--- src/hdl/dmawc_pkg.sv ---
package dmawc_pkg;

  // ****************************************
  // Register map (byte offsets on Wishbone)
  // ****************************************
  localparam logic [3:0] ADDR_LOW_MID   = 4'h0;
  localparam logic [3:0] ADDR_MID_HIGH  = 4'h4;
  localparam logic [3:0] ADDR_LOW_CNT   = 4'h8;
  localparam logic [3:0] ADDR_MID_CNT   = 4'hc;

  // Decode slot for the high-area count and the status word
  localparam logic [4:0] ADDR_HIGH_CNT  = 5'h10;
  localparam logic [4:0] ADDR_STATUS    = 5'h14;

  // ****************************************
  // Field layout and reset values
  // ****************************************
  localparam int         CNT_W          = 3;
  localparam int         BND_W          = 8;
  localparam logic [7:0] BND_RESET      = 8'h00;
  localparam logic [2:0] CNT_RESET      = 3'h7;
  localparam int         ADDR_W         = 24;
  localparam int         BND_LSB        = 16;

  // ****************************************
  // Types
  // ****************************************
  typedef enum logic [1:0] {
    AREA_LOW,
    AREA_MID,
    AREA_HIGH
  } dmawc_area_t;

  typedef enum logic [1:0] {
    BUS_IDLE,
    BUS_T2,
    BUS_EXT,
    BUS_T3
  } dmawc_state_t;

  // Bus-cycle request from the DMA engine
  typedef struct packed {
    logic              start;
    logic [ADDR_W-1:0] addr;
  } dmawc_req_t;

endpackage

--- src/hdl/dmawc_ctrl.sv ---
// Summary of operation
// - Extension states go only between bus state two and bus state three.
// - Extension comes from the external request line or the area counts.
// - Each of three areas has its own 0..7 extension count.
// - Address space splits into low, middle and high areas by two boundaries.
// - Low-mid boundary gives address bits 23..16; low bits are zero.
// - Mid-high boundary gives address bits 23..16; low bits are zero.
// - Area choice uses only the top eight address bits.
// - A zero boundary means that boundary sits at top; area absent.
// - Both boundary registers are read/write eight bits, reset to zero.
// - Each count field is binary 0..7 and resets to seven.
// - Request line sampled in state two and extension; each high forces one extension, overlapping the count.
// - Register count first, then more while the external line requests.
// - After reset every cycle uses the low-area count.
module dmawc_ctrl #(
  parameter int ADDR_W = dmawc_pkg::ADDR_W
) (
  // Clock and reset
  input  wire logic                    clock,
  input  wire logic                    nrst,
  // Wishbone slave
  input  wire logic                    wb_cyc_i,
  input  wire logic                    wb_stb_i,
  input  wire logic                    wb_we_i,
  input  wire logic [4:0]              wb_adr_i,
  input  wire logic [3:0]              wb_sel_i,
  input  wire logic [31:0]             wb_dat_i,
  output logic      [31:0]             wb_dat_o,
  output logic                         wb_ack_o,
  // DMA bus cycle side
  input  wire dmawc_pkg::dmawc_req_t   dmaReq,
  input  wire logic                    cpuModeZero,
  input  wire logic                    extWaitRequest,
  output logic                         inExtensionState,
  output logic                         busStateThree,
  output dmawc_pkg::dmawc_area_t       curArea
);

  // ****************************************
  // Register file
  // ****************************************
  logic [7:0]                lowMidBoundary_reg;
  logic [7:0]                midHighBoundary_reg;
  logic [2:0]                lowCount_reg;
  logic [2:0]                midCount_reg;
  logic [2:0]                highCount_reg;
  logic                      ack_reg;
  logic [31:0]               rdData_reg;
  logic                      wrStrobe;
  logic                      extSample;

  assign wrStrobe = wb_cyc_i && wb_stb_i && wb_we_i && ack_reg && wb_sel_i[0]; // Lands with ack
  assign wb_ack_o = ack_reg;
  assign wb_dat_o = rdData_reg;

  // Single-wait ack, dropped the cycle after
  always_ff @(posedge clock) begin
    if (!nrst) begin
      ack_reg <= 1'b0;
    end else begin
      ack_reg <= wb_cyc_i && wb_stb_i && !ack_reg;
    end
  end

  // Boundary and count writes
  always_ff @(posedge clock) begin
    if (!nrst) begin
      lowMidBoundary_reg  <= dmawc_pkg::BND_RESET;
      midHighBoundary_reg <= dmawc_pkg::BND_RESET;
      lowCount_reg        <= dmawc_pkg::CNT_RESET;
      midCount_reg        <= dmawc_pkg::CNT_RESET;
      highCount_reg       <= dmawc_pkg::CNT_RESET;
    end else if (wrStrobe) begin
      unique case (wb_adr_i)
        {1'b0, dmawc_pkg::ADDR_LOW_MID}:  lowMidBoundary_reg  <= wb_dat_i[7:0];
        {1'b0, dmawc_pkg::ADDR_MID_HIGH}: midHighBoundary_reg <= wb_dat_i[7:0];
        {1'b0, dmawc_pkg::ADDR_LOW_CNT}:  lowCount_reg  <= wb_dat_i[2:0];
        {1'b0, dmawc_pkg::ADDR_MID_CNT}:  midCount_reg  <= wb_dat_i[2:0];
        dmawc_pkg::ADDR_HIGH_CNT:         highCount_reg <= wb_dat_i[2:0];
        default: ;
      endcase
    end
  end

  // Read data; unmapped reads zero
  always_ff @(posedge clock) begin
    if (!nrst) begin
      rdData_reg <= 32'h0000_0000;
    end else begin
      unique case (wb_adr_i)
        {1'b0, dmawc_pkg::ADDR_LOW_MID}:  rdData_reg <= {24'h000000, lowMidBoundary_reg};
        {1'b0, dmawc_pkg::ADDR_MID_HIGH}: rdData_reg <= {24'h000000, midHighBoundary_reg};
        {1'b0, dmawc_pkg::ADDR_LOW_CNT}:  rdData_reg <= {29'h0, lowCount_reg};
        {1'b0, dmawc_pkg::ADDR_MID_CNT}:  rdData_reg <= {29'h0, midCount_reg};
        dmawc_pkg::ADDR_HIGH_CNT:         rdData_reg <= {29'h0, highCount_reg};
        dmawc_pkg::ADDR_STATUS:
          rdData_reg <= {27'h0, inExtensionState, busStateThree, 1'b0, curArea};
        default:                          rdData_reg <= 32'h0000_0000;
      endcase
    end
  end

  // ****************************************
  // Area decode
  // ****************************************
  function automatic dmawc_pkg::dmawc_area_t areaOf(input logic [7:0] top,
                                                     input logic [7:0] lowMid,
                                                     input logic [7:0] midHigh);
    dmawc_pkg::dmawc_area_t a;
    a = dmawc_pkg::AREA_LOW;
    if (midHigh != 8'h00 && top >= midHigh) begin
      a = dmawc_pkg::AREA_HIGH;
    end else if (lowMid != 8'h00 && top >= lowMid) begin
      a = dmawc_pkg::AREA_MID;
    end
    return a;
  endfunction

  logic [7:0]                addrTop;
  dmawc_pkg::dmawc_area_t    startArea;
  logic [2:0]                startCount;

  assign addrTop   = dmaReq.addr[ADDR_W-1:dmawc_pkg::BND_LSB];
  assign startArea = areaOf(addrTop, lowMidBoundary_reg, midHighBoundary_reg);

  // Count of the chosen area
  always_comb begin
    unique case (startArea)
      dmawc_pkg::AREA_MID:  startCount = midCount_reg;
      dmawc_pkg::AREA_HIGH: startCount = highCount_reg;
      default:              startCount = lowCount_reg;
    endcase
  end

  // ****************************************
  // Bus-state sequencer
  // ****************************************
  dmawc_pkg::dmawc_state_t   state_reg;
  dmawc_pkg::dmawc_state_t   state_next;
  logic [2:0]                remain_reg;
  logic [2:0]                heldCount_reg;

  // Request line taken in state two or extension; mode selects nothing here
  // since inputs are synchronous to the single rising clock.
  assign extSample = extWaitRequest;

  always_comb begin
    state_next = state_reg;
    unique case (state_reg)
      dmawc_pkg::BUS_IDLE: if (dmaReq.start) state_next = dmawc_pkg::BUS_T2;
      dmawc_pkg::BUS_T2,
      dmawc_pkg::BUS_EXT:
        if (remain_reg != 3'h0 || extSample) begin
          state_next = dmawc_pkg::BUS_EXT;
        end else begin
          state_next = dmawc_pkg::BUS_T3;
        end
      dmawc_pkg::BUS_T3:   state_next = dmawc_pkg::BUS_IDLE;
    endcase
  end

  // State register
  always_ff @(posedge clock) begin
    if (!nrst) begin
      state_reg <= dmawc_pkg::BUS_IDLE;
    end else begin
      state_reg <= state_next;
    end
  end

  // Capture area and count at start; count down on each edge that enters an extension state, from state two or extension
  always_ff @(posedge clock) begin
    if (!nrst) begin
      curArea       <= dmawc_pkg::AREA_LOW;
      remain_reg    <= 3'h0;
      heldCount_reg <= 3'h0;
    end else if (state_reg == dmawc_pkg::BUS_IDLE && dmaReq.start) begin
      curArea       <= startArea;
      remain_reg    <= startCount;
      heldCount_reg <= startCount;
    end else if (state_next == dmawc_pkg::BUS_EXT && remain_reg != 3'h0) begin
      remain_reg    <= remain_reg - 3'h1;
    end
  end

  assign inExtensionState = (state_reg == dmawc_pkg::BUS_EXT);
  assign busStateThree    = (state_reg == dmawc_pkg::BUS_T3);

  // ****************************************
  // Assertions
  // ****************************************
  logic [3:0] extRun;
  always_ff @(posedge clock) begin
    if (!nrst || state_reg == dmawc_pkg::BUS_IDLE) begin
      extRun <= 4'h0;
    end else if (inExtensionState) begin
      extRun <= extRun + 4'h1;
    end
  end

  property p_ext_after_t2;
    @(posedge clock) disable iff (!nrst)
      $rose(inExtensionState) |-> $past(state_reg) == dmawc_pkg::BUS_T2;
  endproperty
  a_ext_after_t2: assert property (p_ext_after_t2) else $error("extension not after T2");

  property p_t3_from_ext_or_t2;
    @(posedge clock) disable iff (!nrst)
      busStateThree |-> $past(state_reg) inside {dmawc_pkg::BUS_T2, dmawc_pkg::BUS_EXT};
  endproperty
  a_t3_from_ext_or_t2: assert property (p_t3_from_ext_or_t2) else $error("bad T3 entry");

  property p_count_min;
    @(posedge clock) disable iff (!nrst)
      busStateThree && !$past(extSample, 2) |-> extRun == {1'b0, heldCount_reg};
  endproperty
  a_count_min: assert property (p_count_min) else $error("wrong extension count");

  property p_ext_holds;
    @(posedge clock) disable iff (!nrst)
      (state_reg inside {dmawc_pkg::BUS_T2, dmawc_pkg::BUS_EXT}) && extSample
        |=> inExtensionState;
  endproperty
  a_ext_holds: assert property (p_ext_holds) else $error("request line ignored");

  property p_area_held;
    @(posedge clock) disable iff (!nrst)
      state_reg != dmawc_pkg::BUS_IDLE |=> $stable(curArea) || $past(busStateThree);
  endproperty
  a_area_held: assert property (p_area_held) else $error("area changed mid-cycle");

  property p_zero_high_absent;
    @(posedge clock) disable iff (!nrst)
      midHighBoundary_reg == 8'h00 |-> startArea != dmawc_pkg::AREA_HIGH;
  endproperty
  a_zero_high_absent: assert property (p_zero_high_absent) else $error("high area with zero");

  property p_high_sel;
    @(posedge clock) disable iff (!nrst)
      midHighBoundary_reg != 8'h00 && addrTop >= midHighBoundary_reg
        |-> startArea == dmawc_pkg::AREA_HIGH;
  endproperty
  a_high_sel: assert property (p_high_sel) else $error("high area not selected");

  property p_low_after_reset;
    @(posedge clock) disable iff (!nrst)
      lowMidBoundary_reg == 8'h00 && midHighBoundary_reg == 8'h00
        |-> startArea == dmawc_pkg::AREA_LOW;
  endproperty
  a_low_after_reset: assert property (p_low_after_reset) else $error("not low area");

  property p_ack_one;
    @(posedge clock) disable iff (!nrst) wb_ack_o |=> !wb_ack_o;
  endproperty
  a_ack_one: assert property (p_ack_one) else $error("ack longer than one cycle");

  property p_count_floor;
    @(posedge clock) disable iff (!nrst)
      busStateThree |-> extRun >= {1'b0, heldCount_reg};
  endproperty
  a_count_floor: assert property (p_count_floor) else $error("too few extensions");

  // Register contents on the first edge after reset release
  property p_reset_vals;
    @(posedge clock) disable iff (!nrst)
      $rose(nrst) |-> lowMidBoundary_reg == dmawc_pkg::BND_RESET
        && midHighBoundary_reg == dmawc_pkg::BND_RESET
        && lowCount_reg == dmawc_pkg::CNT_RESET
        && midCount_reg == dmawc_pkg::CNT_RESET
        && highCount_reg == dmawc_pkg::CNT_RESET;
  endproperty
  a_reset_vals: assert property (p_reset_vals) else $error("bad reset value");

  property p_start_t2;
    @(posedge clock) disable iff (!nrst)
      state_reg == dmawc_pkg::BUS_IDLE && dmaReq.start |=> state_reg == dmawc_pkg::BUS_T2;
  endproperty
  a_start_t2: assert property (p_start_t2) else $error("no state two after start");

  property p_t3_one;
    @(posedge clock) disable iff (!nrst)
      busStateThree |=> state_reg == dmawc_pkg::BUS_IDLE;
  endproperty
  a_t3_one: assert property (p_t3_one) else $error("state three too long");

  property p_wr_lands;
    @(posedge clock) disable iff (!nrst)
      wrStrobe && wb_adr_i == {1'b0, dmawc_pkg::ADDR_MID_HIGH}
        |=> midHighBoundary_reg == $past(wb_dat_i[7:0]);
  endproperty
  a_wr_lands: assert property (p_wr_lands) else $error("boundary write lost");

  c_ext_wait:  cover property (@(posedge clock) disable iff (!nrst)
                 busStateThree && $past(extSample));
  c_high_area: cover property (@(posedge clock) disable iff (!nrst)
                 busStateThree && curArea == dmawc_pkg::AREA_HIGH);
  c_zero_wait: cover property (@(posedge clock) disable iff (!nrst)
                 $past(state_reg) == dmawc_pkg::BUS_T2 && busStateThree);
  c_mid_area:  cover property (@(posedge clock) disable iff (!nrst)
                 busStateThree && curArea == dmawc_pkg::AREA_MID);
  c_both_wait: cover property (@(posedge clock) disable iff (!nrst)
                 busStateThree && extRun > {1'b0, heldCount_reg} && heldCount_reg != 3'h0);

endmodule

--- config.mk ---
export PLATFORM = sky130hd
export DESIGN_NAME = dmawc_ctrl
export DESIGN_NICKNAME = d
export VERILOG_FILES = /design/src/hdl/dmawc_pkg.sv /design/src/hdl/dmawc_ctrl.sv
export SDC_FILE = /design/constraint.sdc
export NUM_CORES = 1
export LEC_CHECK = 0
export BUFFER_PORTS_ARGS = -buffer_cell sky130_fd_sc_hd__buf_2
export CAP_MARGIN = 5
export CORE_UTILIZATION = 47
export DETAILED_ROUTE_END_ITERATION = 16
export HOLD_SLACK_MARGIN = 0.05
export MAX_ROUTING_LAYER = met4
export PLACE_DENSITY = 0.8
export SYNTH_ARGS = -nofsm -noshare
export SYNTH_HDL_FRONTEND = slang
export SYNTH_SLANG_ARGS = --single-unit
--- constraint.sdc ---
create_clock -name clock -period 2.6 [get_ports clock]
set_input_delay 0.52 -clock clock [delete_from_list [all_inputs] [get_ports clock]]
set_output_delay 0.52 -clock clock [all_outputs]
set_load 0.02 [all_outputs]
-- Yosys cells after proc, flatten, opt, wreduce, memory -nomap -nowiden
Cells that the tools add are included.
- bits in latches: 0
- bits in read-only memories: 0
- word-level logic and storage cells: 56
- memories kept: 0
- flip-flop bits (word level): 65
- bits of input ports: 73
- RAM bits: 0
- output and inout port bits: 37
- div/mod/pow operators: 0
- $lt $le $gt $ge: 2
- mux-type cells: 9
- add/subtract/negate cells: 1
- shift-type cells: 0
- reductions and logical operators: 23
- multipliers: 0
- equal/unequal tests: 11
- bitwise gates (word level): 0
- operator list (cell ; number):
    $pmux W8 S6 ; 1
    $ge A8 B8 Y1 ; 2
    $reduce_bool A8 Y1 ; 2
    $eq A5 B4 Y1 const B ; 2
    $eq A5 B5 Y1 const B ; 2
    $reduce_and A2 Y1 ; 5
    $logic_and A1 B1 Y1 ; 9
    $eq A2 B2 Y1 const B ; 4
    $mux W3 ; 2
    $pmux W2 S3 ; 1
    $pmux W3 S2 ; 1
    $eq A5 B3 Y1 const B ; 1
    $logic_not A5 Y1 ; 1
    $eq A2 B1 Y1 const B ; 2
    $mux W2 ; 2
    $reduce_bool A3 Y1 ; 1
    $sub A3 B1 Y3 const B ; 1
    $logic_not A2 Y1 ; 1
    $mux W1 ; 2
    $reduce_bool A2 Y1 ; 1
    $reduce_or A2 Y1 ; 1
    $logic_not A1 Y1 ; 1
    $logic_or A1 B1 Y1 ; 1

-- Longest topological paths before layout
- depth in word-level cells: 8
- depth in mapped cells: 8
- mapped depth without buffers: 8

-- Worst setup path after synthesis
Ideal clock, no wire load.
- path kind: input to register
- start point: in dmaReq[16] (netlist name)
- end point: reg remain_reg[1]
- path buffers: 0
- arrival time: 2.037 ns
- slack: 0.430 ns
- required time: 2.467 ns
- setup time: 0.133 ns
- cell stages on the path: 8
- cells stage by stage: inv_1 ha_1 nand2b_1 a2111oi_0 nor3_1 o31ai_4 mux2i_1 o221ai_1
- cells in the longest elaborated chain, start to end: 7
- elaborated cells on any way between the ends: 10
- those cells by class: order compare (2); eq/ne (2); mux (4); reduce/logical (2)
- ends and longest elaborated chain (what ; line ; source):
    from (decl) ; dmawc_ctrl.sv:31 ; input wire dmawc_pkg::dmawc_req_t dmaReq,
    $ge A8 B8 Y1 ; dmawc_ctrl.sv:113 ; end else if (lowMid != 8'h00 && top >= lowMid) begin
    $logic_and A1 B1 Y1 ; dmawc_ctrl.sv:113 ;
    $mux W1 ; dmawc_ctrl.sv:113 ;
    $mux W2 * ; dmawc_ctrl.sv:111 ; if (midHigh != 8'h00 && top >= midHigh) begin
    $eq A2 B2 Y1 / $eq A2 B1 Y1 (equally long branches) ; dmawc_ctrl.sv:128 ; unique case (startArea)
    $pmux W3 S2 * ; dmawc_ctrl.sv:128 ;
    $mux W3 * ; dmawc_ctrl.sv:177 ; end else if (state_reg == dmawc_pkg::BUS_IDLE && dmaReq.start) begin
    to (signal assigned) ; dmawc_ctrl.sv:179 ; remain_reg <= startCount;
    to (signal assigned) ; dmawc_ctrl.sv:182 ; remain_reg <= remain_reg - 3'h1;
    to (decl) ; dmawc_ctrl.sv:140 ; logic [2:0] remain_reg;
Every way passes the cells marked *; elsewhere a longest branch is shown, timed or not.
A chain may end at the register's enable or synchronous reset.

-- Worst setup path in the final report
- start point: reg lowMidBoundary_reg[0]
- end point: reg remain_reg[2]
- cells in the longest elaborated chain, start to end: 7
- elaborated cells on any way between the ends: 9
- those cells by class: order compare (1); eq/ne (2); mux (4); reduce/logical (2)
- ends and longest elaborated chain (what ; line ; source):
    from (decl) ; dmawc_ctrl.sv:42 ; logic [7:0] lowMidBoundary_reg;
    from (signal assigned) ; dmawc_ctrl.sv:68 ; lowMidBoundary_reg <= dmawc_pkg::BND_RESET;
    from (signal assigned) ; dmawc_ctrl.sv:75 ; {1'b0, dmawc_pkg::ADDR_LOW_MID}: lowMidBoundary_reg <= wb_dat_i[7:0];
    $ge A8 B8 Y1 / $reduce_bool A8 Y1 (equally long branches) ; dmawc_ctrl.sv:113 ;
    $logic_and A1 B1 Y1 * ; dmawc_ctrl.sv:113 ;
    $mux W1 * ; dmawc_ctrl.sv:113 ;
    $mux W2 * ; dmawc_ctrl.sv:111 ;
    $eq A2 B2 Y1 / $eq A2 B1 Y1 (equally long branches) ; dmawc_ctrl.sv:128 ;
    $pmux W3 S2 * ; dmawc_ctrl.sv:128 ;
    $mux W3 * ; dmawc_ctrl.sv:177 ;
Marks and branches as above.

==> reports/qor.log <==
[die] I/O pin total 110
[synthesis] Compound-Gate Fraction of Synth Area 10.0%
[global_routing] largest net degree at the start of global routing 22
[synthesis] sequential element share of the synthesized area 33.3%
[clocking] buffer levels on the longest clock path 2
[sta] headroom to the max-slew limit 55.0%
[sta] worst setup margin 0.321 ns
[cells_and_area] final design utilization 54.3%
[routing] total wire length 5300 µm
[worst_setup_path] list of cells traversed by the critical path ha_1, nand2b_1, a2111oi_0, nor3_1, o31ai_4, mux2i_1, o22ai_1
[clocking] number of post-CTS setup repair buffers 0
[power] combinational share of power 18.4%
[worst_setup_path] data arrival time of the worst path 2.42 ns
[clocking] CTS resizes 0
[place] DP Worst Slack 0.0299 ns
[sta] max-slew violations 0
[synthesis] ranking of synthesized cells by area dfxtp_1 (33%), mux2i_1 (13%), ha_1 (11%)
[synthesis] dominant combinational cell family by area after synthesis simple AND/OR/NAND/NOR gates
[worst_setup_path] Critical Path Slowest Stage Cell a2111oi_0
[clocking] clock tree from TritonCTS done
[place] cell count after placement 384
[cells_and_area] area of all sequential standard cells 821 µm²
[die] Die W 74.5 µm
[synthesis] share of cell area taken by muxes after synthesis 13.4%
[synthesis] Ys Warns 0
[cells_and_area] NumNets Final 416
[synthesis] post-synthesis area per instance 8.81 µm²
[routing] router iterations before antenna repair 4
[worst_hold_path] class of the tightest hold or removal check register to register
[sta] final-report hold violation count 0
[worst_setup_path] worst path required time 2.74 ns
[die] overall die area 5540 µm²
[cells_and_area] fill cell count 471
[clocking] register clock-pin slew on the reported worst setup and hold paths 0.07 ns
[place] dpl hpwl 4100 µm
[power] sequential fraction of design power 45.8%
[worst_setup_path] endpoint type of the worst setup path register
[global_routing] GRT Resource Usage Total 20.9%
[sta] RSZ-0062 raised after global routing false
[job] Max-cap violations 0
[global_routing] via count of the first global-routing pass 1,929
[clocking] clock sink count 41
[worst_setup_path] largest stage delay on the critical path 0.43 ns
[place] number of port buffers 41
[sta] Period Utilization, post-route 87.6%
[place] routability cong. 0.893
[power] Net Switching 383 µW
[cells_and_area] fraction of final layout cells sized beyond drive strength 1 17.4%
[power] clock share of power 35.8%
[worst_setup_path] WS Path Type register to register
[routing] drt drc 0
[sta] Least-Margin Pin Slew 0.674 ns
[worst_setup_path] Critical Path Fanout Max 4
[routing] Post-DRT Antenna Nets 0
[power] static leakage power 1.21 nW
[power] power per standard cell area 524 nW/µm²
[sta] summed negative setup slack over all endpoints 0 ns
[routing] violation count after the first detailed-routing iteration 163
[clocking] clock tree root driver cell clkbuf_8
[global_routing] number of antenna violations at the first check in global routing 0
[global_routing] remaining global-route overflow 0
[synthesis] XOR/XNOR Fraction of Synth Area 0.710%
[synthesis] simple logic cell fraction of the synthesized area 19.2%
[cells_and_area] Area growth, synth to finish 11.7%
[sta] final-layout worst hold slack 0.431 ns
[synthesis] Post-Synthesis Cell Area 2470 µm²
[clocking] Clk Latency, worst-skew pair 0.29 ns
[synthesis] number of distinct standard cells referenced by the synthesized netlist 38
[sta] final setup violation count 0
[synthesis] dominant cell type by area after synthesis dfxtp_1
[routing] via count normalized by instance count 5.28
[cells_and_area] post-layout instance count excluding filler cells 392
[global_routing] global-route wire length before repair 8480 µm
[die] Core Box Area 5070 µm²
[synthesis] post-synthesis instance total 280
[synthesis] Adder-Cell Fraction of Synth Area 11.2%
[power] Max rail drop VDD 0.316 mV
[run_status] run status finished clean
[power] internal portion of total power 1.06 mW
[worst_setup_path] Buf/Inv on CP 0
[cells_and_area] n_diodes 0
[die] Die Height 74.5 µm
[clocking] Inserted Clock Buffers 5
[worst_setup_path] Top delay family on crit path compound AO/OA/AOI/OAI gates
[sta] fmax 439 MHz
[routing] Avg WL per Cell 13.5 µm
[clocking] htree depth 2
[sta] Worst Clk Skew 0.00641 ns
[worst_setup_path] Startpoint Class register
[cells_and_area] footprint of the multi-input gates 1440 µm²
[die] starting density of the core 48.6%
[clocking] number of hold buffers added after CTS 0
[power] net switching share of the total power 26.5%
[die] num rows 26
[routing] total via count after detailed routing 2,069
[synthesis] Synth Register Bits 41
[sta] Min Clock Period, post-route 2.28 ns
[synthesis] top cell type's share of synthesized area 33.3%
per-stage QoR:
step                      cell area [µm²]  power (mW)
after floorplan                      2550       0.898
after global placement               2640       0.929
after detailed placement             2640       0.939
after CTS                            2760        1.45
after global routing                 2760        1.51
final                                2760        1.44
power by group through the flow:
stage                     combinational [mW]  clock [mW]  sequential (mW)
after global placement                 0.255           0            0.674
after CTS                              0.264       0.526            0.661
after floorplan                        0.225           0            0.674
final                                  0.266       0.517            0.661
after detailed placement               0.263           0            0.676
after global routing                   0.301       0.547            0.664
cells in the mapped netlist:
cell type / count
nand3b_1: 1
nor3_1: 3
a22o_1: 2
nand4_1: 6
mux2i_1: 33
o221ai_1: 2
buf_4: 27
or4_4: 1
or3_1: 1
a31oi_1: 3
and3_1: 1
nand2_1: 24
nor3_4: 1
a2111oi_0: 2
a21boi_0: 1
a21oi_1: 10
o21ai_0: 3
inv_1: 20
nand2b_1: 3
or4b_2: 2
o21a_1: 2
xnor2_1: 2
and2b_1: 1
buf_2: 1
o31ai_4: 1
nor2_1: 34
nor4b_4: 1
and2_1: 3
dfxtp_1: 41
a22oi_1: 5
conb_1: 1
nand3_1: 6
nor2b_1: 1
a221oi_1: 2
clkbuf_1: 4
o22ai_1: 2
nor4_1: 5
ha_1: 22
placed cells by master (no fill, tap or decap), types with 10 or more instances in the layout:
cell type  instances
dfxtp_1           41
buf_2             41
nor2_1            34
mux2i_1           33
nand2_1           24
conb_1            24
ha_1              22
inv_1             20
a21oi_1           10
kinds of logic after synthesis:
group / after synthesis
other: 1
multiplexers: 33
buffers and inverters: 52
flip-flops: 41
XOR/XNOR: 2
adder cells (fa/ha/maj): 22
AND/OR/NAND/NOR: 94
AO/OA/AOI/OAI: 35
per-layer routing:
| layer | share of wire [%] | track usage [%] |
|---|---|---|
| met1 | 42 | 24.6 |
| met2 | 49 | 34.2 |
| met3 | 6.5 | 4.07 |
| met4 | 1.7 | 9.64 |
| met5 | 0 | - |
final cells by class:
type	count	share of cell area (%)
clock buffers	7	3.13
clock inverters	1	1.09
inverters	20	2.72
multi-input cells	210	52.1
flip-flops and latches	41	29.8
well taps	70	3.18
repair buffers	43	7.99
path summary, 6_finish.rpt:
kind                                              endpoint  slack (ns)  cells past startpoint                               start
worst min register to register         wb_ack_o$_SDFF_PN0_        0.43                      1                 wb_ack_o$_SDFF_PN0_
worst min-delay path                   wb_ack_o$_SDFF_PN0_        0.43                      1                 wb_ack_o$_SDFF_PN0_
worst max-delay path            remain_reg[2]$_SDFFE_PN0P_        0.32                      7  lowMidBoundary_reg[0]$_SDFFE_PN0P_
worst max register to register  remain_reg[2]$_SDFFE_PN0P_        0.32                      7  lowMidBoundary_reg[0]$_SDFFE_PN0P_
Power figures use the tool's default switching activity.
